===== src/retrot_map.svh =====
// Purpose: Named constants for the return and rotate execution block
// Assumes: Included by bare name wherever the block needs them
// Notes:   Definitions only
`ifndef RETROT_MAP_SVH
`define RETROT_MAP_SVH

// ***************************************
// Opcode patterns
// ***************************************
`define OP_RET_MASK   16'hfffe
`define OP_RET_CODE   16'h0012
`define OP_ROT_MASK   16'hfc00
`define OP_ROT_CODE   16'h3400
`define FAST_BIT      0
`define DEST_BIT      9
`define BANK_BIT      8

// ***************************************
// Status register fields
// ***************************************
`define ST_CARRY      0
`define ST_ZERO       2
`define ST_NEG        4

// ***************************************
// Data memory banking
// ***************************************
`define ACC_SPLIT     8'h80
`define ACC_LO_BANK   4'h0
`define ACC_HI_BANK   4'hf
`define PC_STEP       21'h000002

// ***************************************
// Software register offsets
// ***************************************
`define REG_WORK      4'h0
`define REG_STATUS    4'h1
`define REG_BANK      4'h2
`define REG_WSHAD     4'h3
`define REG_SSHAD     4'h4
`define REG_BSHAD     4'h5
`define REG_PCL       4'h6
`define REG_PCH       4'h7
`define REG_PCU       4'h8
`define REG_PC_HIGH_LATCH    4'h9
`define REG_PC_UPPER_LATCH    4'ha
`define REG_EXEC      4'hb

// ***************************************
// Reset values
// ***************************************
`define RST_BYTE      8'h00
`define RST_PC        21'h000000
`define RST_INSTR     16'h0000

`endif


===== src/retrot_pkg.sv =====
// Purpose: Types shared by the return and rotate execution block
// Assumes: Nothing beyond the map header
// Notes:   One-hot codes are written out
package retrot_pkg;

    // Quarter phases of one instruction cycle
    typedef enum logic [3:0] {
        PH_Q1 = 4'h1,
        PH_Q2 = 4'h2,
        PH_Q3 = 4'h4,
        PH_Q4 = 4'h8
    } phase_t;

    // Which instruction occupies the current cycle
    typedef enum logic [2:0] {
        EX_IDLE = 3'h1,
        EX_RET  = 3'h2,
        EX_ROT  = 3'h4
    } exec_t;

    // Data memory request
    typedef struct packed {
        logic [11:0] addr;
        logic [7:0]  wdata;
        logic        rd;
        logic        we;
    } fileReq_t;

endpackage : retrot_pkg


===== src/return_rotate_exec.sv =====
// Purpose: Executes subroutine return and rotate left through carry
// Assumes: Four clocks per instruction cycle, data memory reads combinationally
// Notes:   Other opcodes only advance the program counter
//
// Implementation choices: the register addresses and the plain strobed port.
`timescale 1ns/1ps
`include "retrot_map.svh"

// What this block does
// - Decode return opcode, two cycles, second idle
// - Return pops stack top into program counter
// - Fast selector set restores all three shadows
// - Fast selector clear leaves registers untouched
// - Return keeps PC latches; only plain return keeps flags
// - Rotate left through carry, update C N Z
// - Destination bit picks working or file
// - Bank bit picks access bank or bank register
module return_rotate_exec
    import retrot_pkg::*;
(
    input  wire logic        clk,
    input  wire logic        rst,
    input  wire logic [15:0] instrWord,
    output logic             instrTake,
    output logic [20:0]      pc,
    input  wire logic [20:0] stackTop,
    output logic             stackPop,
    output fileReq_t         fileReq,
    input  wire logic [7:0]  fileRdData,
    input  wire logic [3:0]  regAddr,
    input  wire logic [7:0]  regWrData,
    input  wire logic        regWr,
    input  wire logic        regRd,
    output logic [7:0]       regRdData
);

    // ***************************************
    // State
    // ***************************************
    phase_t      phase_r;
    exec_t       exec_r;
    logic        stall_r;
    logic [15:0] instr_r;
    logic [7:0]  working_r;
    logic [7:0]  status_r;
    logic [7:0]  bankSel_r;
    logic [7:0]  wShadow_r;
    logic [7:0]  sShadow_r;
    logic [7:0]  bShadow_r;
    logic [7:0]  pcHighLatch_r;
    logic [7:0]  pcUpperLatch_r;
    logic [20:0] pc_r;
    logic [7:0]  operand_r;
    logic [7:0]  result_r;
    fileReq_t    fileReq_r;
    logic [7:0]  regRdData_r;

    // ***************************************
    // Decode
    // ***************************************
    logic        isRet;
    logic        isRot;
    exec_t       exec_nxt;
    logic        retQ4;
    logic        rotQ4;
    logic        fastSel;
    logic        destFile;
    logic        bankByReg;
    logic [7:0]  fOffset;
    logic [3:0]  accBank;
    logic [3:0]  takeBank;
    logic [11:0] operandAddr;
    logic [7:0]  rotValue;
    logic        rotCarry;

    // Opcode match on the incoming word
    assign isRet     = (instrWord & `OP_RET_MASK) == `OP_RET_CODE;
    assign isRot     = (instrWord & `OP_ROT_MASK) == `OP_ROT_CODE;
    assign instrTake = (phase_r == PH_Q1) && !stall_r;
    assign exec_nxt  = !instrTake ? EX_IDLE : isRet ? EX_RET : isRot ? EX_ROT : EX_IDLE;

    // Fields of the latched word
    assign fastSel   = instr_r[`FAST_BIT];
    assign destFile  = instr_r[`DEST_BIT];
    assign bankByReg = instr_r[`BANK_BIT];
    assign fOffset   = instr_r[7:0];

    // Access bank splits into low and high halves
    // The operand address comes from the incoming word, so that it stands with the Q2 read
    assign accBank     = (fOffset < `ACC_SPLIT) ? `ACC_LO_BANK : `ACC_HI_BANK;
    assign takeBank    = (instrWord[7:0] < `ACC_SPLIT) ? `ACC_LO_BANK : `ACC_HI_BANK;
    assign operandAddr = instrWord[`BANK_BIT] ? {bankSel_r[3:0], instrWord[7:0]} : {takeBank, instrWord[7:0]};

    // Rotate through carry
    assign rotValue = {operand_r[6:0], status_r[`ST_CARRY]};
    assign rotCarry = operand_r[7];

    // Commit strobes in the last quarter
    assign retQ4    = (exec_r == EX_RET) && (phase_r == PH_Q4);
    assign rotQ4    = (exec_r == EX_ROT) && (phase_r == PH_Q4);
    assign stackPop = retQ4;

    // ***************************************
    // Phase and instruction sequencing
    // ***************************************

    // Quarter phase counter
    always_ff @(posedge clk or posedge rst)
    begin
        if (rst)
            phase_r <= PH_Q1;
        else
        begin
            case (phase_r)
                PH_Q1:   phase_r <= PH_Q2;
                PH_Q2:   phase_r <= PH_Q3;
                PH_Q3:   phase_r <= PH_Q4;
                PH_Q4:   phase_r <= PH_Q1;
                default: phase_r <= PH_Q1;
            endcase
        end
    end

    // Latch instruction in Q1; a return idles the next cycle
    always_ff @(posedge clk or posedge rst)
    begin
        if (rst)
        begin
            exec_r  <= EX_IDLE;
            instr_r <= `RST_INSTR;
            stall_r <= 1'b0;
        end
        else
        begin
            if (phase_r == PH_Q1)
            begin
                exec_r  <= exec_nxt;
                instr_r <= instrWord;
            end
            if (retQ4)
                stall_r <= 1'b1;
            else if (phase_r == PH_Q4)
                stall_r <= 1'b0;
        end
    end

    // ***************************************
    // Data memory access for rotate
    // ***************************************

    // Read in Q2, compute in Q3, write in Q4
    always_ff @(posedge clk or posedge rst)
    begin
        if (rst)
        begin
            fileReq_r <= '0;
            operand_r <= `RST_BYTE;
            result_r  <= `RST_BYTE;
        end
        else
        begin
            fileReq_r.rd <= (phase_r == PH_Q1) && (exec_nxt == EX_ROT);
            fileReq_r.we <= (exec_r == EX_ROT) && (phase_r == PH_Q3) && destFile;
            if ((phase_r == PH_Q1) && (exec_nxt == EX_ROT))
                fileReq_r.addr <= operandAddr;
            if (exec_r == EX_ROT && phase_r == PH_Q2)
                operand_r <= fileRdData;
            if (exec_r == EX_ROT && phase_r == PH_Q3)
            begin
                result_r        <= rotValue;
                fileReq_r.wdata <= rotValue;
            end
        end
    end

    // ***************************************
    // Core registers
    // ***************************************

    // Working, status and bank select; the core wins over software
    always_ff @(posedge clk or posedge rst)
    begin
        if (rst)
        begin
            working_r <= `RST_BYTE;
            status_r  <= `RST_BYTE;
            bankSel_r <= `RST_BYTE;
        end
        else if (retQ4 && fastSel)
        begin
            working_r <= wShadow_r;
            status_r  <= sShadow_r;
            bankSel_r <= bShadow_r;
        end
        else if (rotQ4)
        begin
            if (!destFile)
                working_r <= result_r;
            status_r[`ST_CARRY] <= rotCarry;
            status_r[`ST_ZERO]  <= (result_r == `RST_BYTE);
            status_r[`ST_NEG]   <= result_r[7];
        end
        else if (regWr && !retQ4)
        begin
            // Plain return leaves these alone
            if (regAddr == `REG_WORK)
                working_r <= regWrData;
            if (regAddr == `REG_STATUS)
                status_r <= regWrData;
            if (regAddr == `REG_BANK)
                bankSel_r <= regWrData;
        end
    end

    // Shadows and PC latches change only from software
    always_ff @(posedge clk or posedge rst)
    begin
        if (rst)
        begin
            wShadow_r      <= `RST_BYTE;
            sShadow_r      <= `RST_BYTE;
            bShadow_r      <= `RST_BYTE;
            pcHighLatch_r  <= `RST_BYTE;
            pcUpperLatch_r <= `RST_BYTE;
        end
        else if (regWr)
        begin
            if (regAddr == `REG_WSHAD)
                wShadow_r <= regWrData;
            if (regAddr == `REG_SSHAD)
                sShadow_r <= regWrData;
            if (regAddr == `REG_BSHAD)
                bShadow_r <= regWrData;
            if (regAddr == `REG_PC_HIGH_LATCH)
                pcHighLatch_r <= regWrData;
            if (regAddr == `REG_PC_UPPER_LATCH)
                pcUpperLatch_r <= regWrData;
        end
    end

    // Program counter: return loads stack top, holds in its idle second cycle, else step by one word
    always_ff @(posedge clk or posedge rst)
    begin
        if (rst)
            pc_r <= `RST_PC;
        else if (retQ4)
            pc_r <= stackTop;
        else if (phase_r == PH_Q4 && !stall_r)
            pc_r <= pc_r + `PC_STEP;
    end

    // ***************************************
    // Register read port
    // ***************************************
    logic [7:0] rdMux;

    assign rdMux = (regAddr == `REG_WORK)   ? working_r :
                   (regAddr == `REG_STATUS) ? status_r :
                   (regAddr == `REG_BANK)   ? bankSel_r :
                   (regAddr == `REG_WSHAD)  ? wShadow_r :
                   (regAddr == `REG_SSHAD)  ? sShadow_r :
                   (regAddr == `REG_BSHAD)  ? bShadow_r :
                   (regAddr == `REG_PCL)    ? pc_r[7:0] :
                   (regAddr == `REG_PCH)    ? pc_r[15:8] :
                   (regAddr == `REG_PCU)    ? {3'h0, pc_r[20:16]} :
                   (regAddr == `REG_PC_HIGH_LATCH) ? pcHighLatch_r :
                   (regAddr == `REG_PC_UPPER_LATCH) ? pcUpperLatch_r :
                   (regAddr == `REG_EXEC)   ? {4'h0, stall_r, exec_r} : `RST_BYTE;

    // Read data stands one cycle after the strobe, zero otherwise
    always_ff @(posedge clk or posedge rst)
    begin
        if (rst)
            regRdData_r <= `RST_BYTE;
        else
            regRdData_r <= regRd ? rdMux : `RST_BYTE;
    end

    assign pc        = pc_r;
    assign fileReq   = fileReq_r;
    assign regRdData = regRdData_r;
endmodule : return_rotate_exec


===== config.mk =====
export PLATFORM = sky130hd
export DESIGN_NAME = return_rotate_exec
export DESIGN_NICKNAME = d
export VERILOG_FILES = /design/src/retrot_pkg.sv /design/src/return_rotate_exec.sv
export VERILOG_INCLUDE_DIRS = /design/src
export SDC_FILE = /design/constraint.sdc
export NUM_CORES = 1
export LEC_CHECK = 0
export ABC_AREA = 1
export BUFFER_PORTS_ARGS = -buffer_cell sky130_fd_sc_hd__buf_2
export CAP_MARGIN = 20
export CORE_ASPECT_RATIO = 0.6
export CORE_MARGIN = 2
export CORE_UTILIZATION = 40
export DETAILED_ROUTE_END_ITERATION = 7
export PLACE_DENSITY = 0.68
export SLEW_MARGIN = 20
export SYNTH_ARGS = -nofsm -noshare
export SYNTH_HDL_FRONTEND = slang
export SYNTH_SLANG_ARGS = --single-unit

===== constraint.sdc =====
create_clock -name clk -period 6.2 [get_ports clk]
set_clock_uncertainty 0.1 [all_clocks]
set_input_delay 1.24 -clock clk [delete_from_list [all_inputs] [get_ports clk]]
set_output_delay 1.24 -clock clk [all_outputs]
set_load 0.005 [all_outputs]

==> metrics, run 1 <==
total CTS buffers 17; pin count of the biggest net entering global routing 97; DRC viols 0; CTS H-Tree Depth 4; ys async rst share 100%; Startpoint Class flip-flop; slowest stage delay, CP ~0.56 ns; Final Max Slew Viols 0; first-pass GRT wire length 31600 microns; Fin Setup TNS 0 ns; grt total ovfl 0; die area 17800 sq um; Crit. End Element output pin; final setup fails 0; Rows 36; RSZ-0062 raised after global routing no; clock buffer depth 2; Worst-Skew Late Latency around 0.43 ns; worst vdd ir 0.000183 V; TritonCTS clock tree built; DP Cell Count around 1200; Synth Warn # 0; die height around 100 microns; final period utilization around 53%; CP cell instances nor2_1 -> nand2_1 -> nor2_4 -> buf_2; number of I/O port buffers 113; Layout Nets 1005; Mapped Nets 893; DP HPWL 14500 microns; mapped cell area 6680 sq um; Slew HR 41.5%; Synth area leader dfrtp_1; initial detailed-routing violation count about 650; Clock transition at path regs approximately 0.070 ns; Resize count post-CTS 0; number of synthesized register bits 133; register-to-register setup slack 3.39 ns; setup bufs post-CTS 0; io pins 114; Root Buffer clkbuf_16; Seq/Total Area, Yosys between 40% and 50%; largest cells by area after synthesis dfrtp_1 49%, nand2_1 14%, o21ai_0 7.4%; RePlAce Congestion 0.877; run status complete, no violations; Hold Buf Count CTS 0; vias per cell 5.29; CP top delay family simple AND/OR/NAND/NOR gates; drt pass-1 iters 5; WL final between 15000 and 20000 microns; top post-synthesis cells by count 244 x nand2_1, 131 x dfrtp_1, 99 x o21ai_0; Critical Path Fanout Max 23; final std cells w/o fill 1185; Yosys top cell area share 49.1%; CP Data Arrival Time 1.96 ns; Worst Path Buf+Inv 1; Synth Flop Type dfrtp_1; most common cell in the netlist nand2_1; Core Region 16300 sq um; number of vias in the routed layout 6265; clk sink count 133; Pleak 3.96 nW; dpl cell area 7440 sq um; hold crit path type flip-flop to flip-flop; highest clock rate approximately 300 MHz; Cell Pwr Density 279 nW/um^2; Post-Synthesis Cells 831; Unique masters post-synth 44; DR WL/cell 16.4 microns; max cap viols 0; Final Hold Fails 0; gr usage total between 20% and 30%; Synth-to-Final Area Change 19.8%; Post-synth EDFFs 0; initial antenna violation count 0; slowest CP cell nor2_4; Slew @ Worst Pin 0.877 ns; critical path class flip-flop to output pin; worst endpoint required time 4.86 ns; final hold slack 0.382 ns; Initial Util between 40% and 50%; vias in the first global route between 5000 and 6000; DRT antenna net count 0; Avg Cell Area, Syn 8.03 sq um; Post-Layout Inst Area 8000 sq um; layout cells sized above 1 20.3%; min cycle time layout 3.30 ns; chip width between 150 and 200 microns
final cells by class:
class | instances | area (sq um)
tap | 228 | 285
inverter | 91 | 347
multi-input combinational | 585 | 2890
timing repair buffer | 115 | 581
fill | 1592 | 8260
antenna | 1 | 2.50
clock inverter | 15 | 135
sequential | 133 | 3330
clock buffer | 17 | 425
registers in the layout (all words and copies together) (netlist names):
register,count
wShadow_r,8
phase_r,4
instr_r,2
bShadow_r,8
sShadow_r,8
fileReq,22
working_r,8
stall_r,1
status_r,8
exec_r,3
bankSel_r,8
regRdData,8
operand_r,8
pcHighLatch_r,8
pcUpperLatch_r,8
pc,21
routing by layer:
metal	routed length, microns	share of wire (%)	global-route usage (%)	up-vias
met5	0	0	0	-
li1	-	-	-	3004
met4	174	0.89	4.58	0
met1	10000	51	37.9	2925
met2	7300	37	28.6	318
met3	1990	10	6.47	18
placed cells by master, fill, tap and decap left out, types with 3 or more instances in the layout:
cell type	netlist	layout
or2_2	6	6
inv_6	0	6
nor3_1	7	7
o211ai_1	15	15
mux2_2	13	13
a21oi_1	33	32
nor2_2	5	5
buf_2	4	113
inv_2	5	5
clkinv_4	0	3
o21ai_0	99	99
clkbuf_16	0	17
nor2_1	58	58
nor2_4	3	3
nand2_1	244	244
nand2_2	3	3
nand4_1	20	20
a31oi_1	12	12
nor4_1	7	7
nand3_1	29	29
xor2_1	3	3
dfrtp_1	131	131
o22ai_1	8	8
inv_8	0	4
inv_1	86	85
per-stage QoR:
| step | worst slack, ns | utilization (%) | total power [mW] |
|---|---|---|---|
| finish | 2.90 | 49.2 | 2.23 |
| global route | 2.78 | 49.2 | 2.33 |
| CTS | 2.91 | 49.2 | 2.24 |
| detailed placement | 3.28 | 45.7 | 1.27 |
| global placement | 3.30 | 45.7 | 1.27 |
| floorplan | 1.31 | - | 1.17 |
power by group:
group | switching, mW | leakage (nW) | internal [mW] | total (mW)
Clock | 0.442 | 0.273 | 0.529 | 0.971
Sequential | 0.0817 | 1.64 | 0.971 | 1.05
Combinational | 0.124 | 2.05 | 0.0842 | 0.208
Total | 0.648 | 3.96 | 1.58 | 2.23
cell families (layout without fill, tap and decap cells):
logic type	after synthesis	after routing	share of synthesized area [%]
buffers and inverters	113	238	6.82
other	0	1	0
AND/OR/NAND/NOR	389	389	25.3
multiplexers	13	13	2.19
adder cells (fa/ha/maj)	1	1	0.187
XOR/XNOR	3	3	0.394
AO/OA/AOI/OAI	179	179	15.2
flip-flops	133	133	49.9
worst min-delay path: stages, from the launching register on:
cell	delay, ns
dfrtp_1	0.35
nand2_1	0.05
nand2_1	0.05
worst paths after layout:
kind / start / depth (start not counted) / to
max reg2reg: exec_r[2] / 8 / bankSel_r[0]
min in group asynchronous: rst / 2 / operand_r[5]
min: fileReq[15] / 2 / fileReq[15]
min reg2reg: fileReq[15] / 2 / fileReq[15]
max: exec_r[2] / 4 / stackPop
max in group asynchronous: rst / 3 / phase_r[0]
No activity file was read; power rests on OpenSTA's default activity.
==> run 2: changes to the inputs <==
--- a/config.mk
+++ b/config.mk
@@ -13,7 +13,7 @@
 export CORE_MARGIN = 2
 export CORE_UTILIZATION = 40
 export DETAILED_ROUTE_END_ITERATION = 7
-export PLACE_DENSITY = 0.68
+export PLACE_DENSITY = 0.7
 export SLEW_MARGIN = 20
 export SYNTH_ARGS = -nofsm -noshare
 export SYNTH_HDL_FRONTEND = slang
==> constraint.sdc (replaced) <==
create_clock -name clk -period 2.8 [get_ports clk]
set_clock_uncertainty 0.1 [all_clocks]
set_input_delay 0.56 -clock clk [delete_from_list [all_inputs] [get_ports clk]]
set_output_delay 0.56 -clock clk [all_outputs]
set_load 0.005 [all_outputs]
==> metrics, run 2 (synthesis gave the netlist of run 1 again) <==
run status complete, no violations; final std cells w/o fill 1196 (+0.93%); leading cell type in the layout, fill and taps excluded nand2_1; layout cells sized above 1 21.3% (+0.99 points); vias in the first global route 5949 (+2.5%); post-layout util 50.3% (+1.1 points); clock buffer depth 2 (unchanged); clk sink count 133 (unchanged); RePlAce Congestion 0.929 (+5.9%); critical path class flip-flop to output pin; Fin Setup TNS 0 ns (unchanged); DRT antenna net count 0 (unchanged); Pleak 4.06 nW (+2.3%); grt total ovfl 0 (unchanged); Root Buffer clkbuf_16; Initial Util 41.1% (unchanged); die height 104 microns (unchanged); RSZ-0062 raised after global routing no; initial detailed-routing violation count 643 (-0.62%); Final Hold Fails 0 (unchanged); number of vias in the routed layout 6349 (+1.3%); io pins 114 (unchanged); Critical Path Fanout Max 20 (-13%); # diodes 0 (-1); CP Data Arrival Time 1.81 ns (-0.15 ns); worst endpoint required time 2.14 ns (-2.72 ns); Slew @ Worst Pin 0.665 ns (-0.211 ns); commonest cells after routing, fill and taps aside 244 x nand2_1, 131 x dfrtp_1, 113 x buf_2; DRC viols 0 (unchanged); highest clock rate ~410 MHz; setup bufs post-CTS 0 (unchanged); max cap viols 0 (unchanged); DP Cell Count 1164 (+1.0%); final setup fails 0 (unchanged); die area 17800 sq um (unchanged); Resize count post-CTS 0 (unchanged); drt pass-1 iters 5 (unchanged); gr usage total 23.5% (+0.61 points); Largest register FFs 22 (unchanged); Synth-to-Final Area Change 22.5%; worst vdd ir 0.000409 V (+120%); hold crit path type input port to asynchronous set/reset pin; Fillers 1566 (-1.6%); total CTS buffers 17 (unchanged); Final Max Slew Viols 0 (unchanged); CTS H-Tree Depth 4 (unchanged); Layout Nets 1017 (+1.2%); Cell Pwr Density 640 nW/um^2 (+130%); Core Region 16300 sq um (unchanged); WL final 20000 microns (+2.6%); TritonCTS clock tree built; Startpoint Class flip-flop; Rows 36 (unchanged); chip width 171 microns (unchanged); first-pass GRT wire length 32200 microns (+1.9%); pin count of the biggest net entering global routing 54 (-44%); Worst-Skew Late Latency 0.42 ns (about the same); Crit. End Element output pin; initial antenna violation count 0 (unchanged); min cycle time layout 2.47 ns; Clock transition at path regs 0.06 ns (about the same); Slew HR 55.6% (+14 points); Hold Buf Count CTS 0 (unchanged); number of I/O port buffers 113 (unchanged); final period utilization about nine tenths; DP HPWL 14800 microns (+2.7%); vias per cell 5.31 (+0.41%); DR WL/cell 16.7 microns (+1.6%)
[run 2: routing by layer]
| layer | GRT usage, % | vias to the layer above | wire (microns) |
|---|---|---|---|
| met5 | 0 | - | 0 |
| met4 | 6.04 | 0 | 265 |
| met3 | 6.13 | 30 | 2100 |
| met2 | 30.3 | 313 | 7720 |
| met1 | 37.9 | 3000 | 9890 |
| li1 | - | 3006 | - |
[run 2: final cells by class]
type / count / area (sq um) / area share [%]
repair buffers: 127 / 683 / 8.36
well taps: 228 / 285 / 3.49
flip-flops and latches: 133 / 3330 / 40.7
inverters: 91 / 345 / 4.22
multi-input cells: 585 / 2890 / 35.4
clock inverters: 14 / 200 / 2.45
clock buffers: 18 / 439 / 5.37
[run 2: metrics by stage]
| step | worst slack (ns) | area, sq um | power, mW | hold slack (ns) |
|---|---|---|---|---|
| floorplan | 0.490 | 6680 | 2.59 | 0.353 |
| global placement | 0.620 | 7540 | 2.80 | 0.363 |
| detailed placement | 0.626 | 7540 | 2.82 | 0.366 |
| CTS | 0.339 | 8180 | 5.24 | 0.101 |
| global route | 0.270 | 8180 | 5.45 | 0.118 |
| finish | 0.331 | 8180 | 5.23 | 0.0864 |
[run 2: worst paths after layout]
check / start / end / slack, ns / cells past startpoint
max in group asynchronous: rst / status_r[2] / 1.80 / 3
worst min register to register: fileReq[10] / fileReq[10] / 0.38 / 2
min in group clk: stackTop[0] / pc[0] / 0.25 / 3
worst max-delay path: exec_r[2] / stackPop / 0.33 / 5
worst min-delay path: rst / fileReq[8] / 0.09 / 2
worst max register to register: exec_r[0] / bankSel_r[0] / 0.55 / 8
[run 2: where the power goes]
group / internal, mW / switching, mW / total [mW]
Combinational: 0.193 / 0.285 / 0.478
Sequential: 2.15 / 0.172 / 2.32
Clock: 1.52 / 0.906 / 2.43
Total: 3.87 / 1.36 / 5.23
[run 2: critical path, cell delays in order (launching register included)]
cell and delay, ns:
dfrtp_1 0.42, nor2_1 0.11, nand2_1 0.19, nor2_4 0.23, buf_4 0.27, buf_2 0.16
==> run 3: changes to the inputs <==
--- a/config.mk
+++ b/config.mk
@@ -13,7 +13,7 @@
 export CORE_MARGIN = 2
 export CORE_UTILIZATION = 40
 export DETAILED_ROUTE_END_ITERATION = 7
-export PLACE_DENSITY = 0.7
+export PLACE_DENSITY = 0.61
 export SLEW_MARGIN = 20
 export SYNTH_ARGS = -nofsm -noshare
 export SYNTH_HDL_FRONTEND = slang
==> metrics, run 3 (synthesis gave the netlist of run 1 again) <==
run status complete, no violations; Worst-Skew Late Latency 0.42 ns (about the same); CTS H-Tree Depth 4 (unchanged); clk sink count 133 (unchanged); final std cells w/o fill 1197 (+0.084%); io pins 114 (unchanged); Root Buffer clkbuf_16; critical path depth in cells 5 (unchanged); vias per cell 5.10 (-4.0%); Critical Path Fanout Max 20 (unchanged); DR WL/cell 16.3 microns (-2.2%); final setup fails 0 (unchanged); DRC viols 0 (unchanged); commonest cells after routing, fill and taps aside 244 x nand2_1, 131 x dfrtp_1, 113 x buf_2; Pleak 4.06 nW (+0.21%); critical path class flip-flop to output pin; Initial Util 41.1% (unchanged); Core Region 16300 sq um (unchanged); combinational group share of total power 9.1% (about the same); Startpoint Class flip-flop; CP cell instances nor2_1 -> nand2_1 -> nor2_4 -> buf_4 -> buf_2; layout cells sized above 1 21.4% (+0.081 points); die area 17800 sq um (unchanged); highest clock rate 407 MHz (+0.51%); grt total ovfl 0 (unchanged); Fin Setup TNS 0 ns (unchanged); RSZ-0062 raised after global routing no; Slew HR 48.7% (-6.9 points); FF-to-FF End pc[6]; clock share of power 45.9% (-0.6 points); Rows 36 (unchanged); min cycle time layout 2.46 ns (-0.0125 ns); worst endpoint required time 2.14 ns (about the same); initial antenna violation count 0 (unchanged); gr usage total 23.2% (-0.26 points); Hold Buf Count CTS 0 (unchanged); Critical Path Source exec_r[2]; max cap viols 0 (unchanged); register-to-register setup slack 0.57 ns (+0.02 ns); Crit. End Element output pin; WL final 19600 microns (-2.1%); number of vias in the routed layout 6102 (-3.9%); # diodes 0 (unchanged); hold crit path type input port to asynchronous set/reset pin; slowest CP cell dfrtp_1; Cell Pwr Density 629 nW/um^2 (-1.7%); DRT antenna net count 0 (unchanged); Layout Nets 1018 (+0.098%); Resize count post-CTS 0 (unchanged); Largest register FFs 22 (unchanged); total net switching power 1.37 mW (+0.47%); Pint 3.77 mW (-2.5%); Final Hold Fails 0 (unchanged); reg-to-reg startpoint exec_r[0]; Fillers 1611 (+2.9%); Clock transition at path regs 0.07 ns (about the same); first-pass GRT wire length 31800 microns (-1.1%); drt pass-1 iters 5 (unchanged); Synth-to-Final Area Change 22.5% (unchanged); CP top delay family simple AND/OR/NAND/NOR gates; final period utilization 87.7% (-0.44 points); CP Data Arrival Time 1.80 ns (about the same); RePlAce Congestion 0.901 (-3.0%); die height 104 microns (unchanged); slowest stage delay, CP 0.41 ns (about the same); Final Max Slew Viols 0 (unchanged); TritonCTS clock tree built; DP Cell Count 1165 (+0.086%); worst-case reg-to-reg path depth 7 (-1); chip width 171 microns (unchanged); leading cell type in the layout, fill and taps excluded nand2_1; number of I/O port buffers 113 (unchanged); Reg power frac 45.0% (+0.6 points); clock buffer depth 2 (unchanged); initial detailed-routing violation count 541 (-16%); Worst Path Buf+Inv 2 (unchanged); worst vdd ir 0.000419 V (+2.4%); setup bufs post-CTS 0 (unchanged); pin count of the biggest net entering global routing 70 (+30%); switching power share of the total 26.6% (+0.58 points); DP HPWL 14700 microns (-0.95%); vias in the first global route 5791 (-2.7%); total CTS buffers 17 (unchanged); Critical Path End stackPop; Slew @ Worst Pin 0.769 ns (+0.103 ns)
## run 3: cell types whose count changed in the layout (fill, tap and decap cells not counted), sizes merged
cell and delta:
clkinvlp -3, inv +3, clkinv +2, buf +1, bufinv -1, clkbuf -1
## run 3: per-layer routing
layer	GRT usage (%)	vias to the layer above	share of wire, %
li1	-	3030	-
met1	37.9	2805	52
met2	29.3	256	37
met3	7.38	11	9.6
met4	4.03	0	0.55
met5	0	-	0
## run 3: worst min path at each step
stage            startpoint  slack [ns]           end
2_1_floorplan  bShadow_r[2]        0.35  bShadow_r[2]
3_3_place_gp    fileReq[16]        0.36   fileReq[16]
5_1_grt                 rst        0.04   fileReq[10]
4_1_cts                 rst        0.03   fileReq[10]
3_5_place_dp    fileReq[13]        0.37   fileReq[13]
6_report                rst        0.03   fileReq[10]
## run 3: layout make-up
cell class	count	area [sq um]	share of cell area (%)
Multi-Input combinational cell	585	2890	35.4
Timing Repair Buffer	128	703	8.60
Tap cell	228	285	3.49
Clock buffer	17	425	5.20
Sequential cell	133	3330	40.7
Clock inverter	15	194	2.37
Inverter	91	345	4.22
## run 3: power by group through the flow
stage          clock network, mW  logic, mW  registers [mW]
2_1_floorplan                  0      0.302            2.29
3_3_place_gp                   0      0.461            2.34
3_5_place_dp                   0      0.474            2.34
4_1_cts                     2.39      0.474            2.31
5_1_grt                     2.49      0.554            2.34
6_report                    2.36      0.469            2.31
## run 3: worst register-to-register path, delay by kind of cell, from the launching register on
family,cells,cell delay (ns)
AO/OA/AOI/OAI,3,0.48
buffers and inverters,1,0.57
AND/OR/NAND/NOR,3,0.39
flip-flops,1,0.57
## run 3: metrics by stage
stage	worst slack, ns	hold slack [ns]	power, mW	utilization, %	cell area, sq um
floorplan	0.490	0.353	2.59	-	6680
global placement	0.628	0.363	2.81	46.5	7560
detailed placement	0.543	0.366	2.81	46.5	7560
CTS	0.328	0.0347	5.17	50.3	8180
global route	0.209	0.0385	5.38	50.3	8180
finish	0.344	0.0282	5.14	50.3	8180
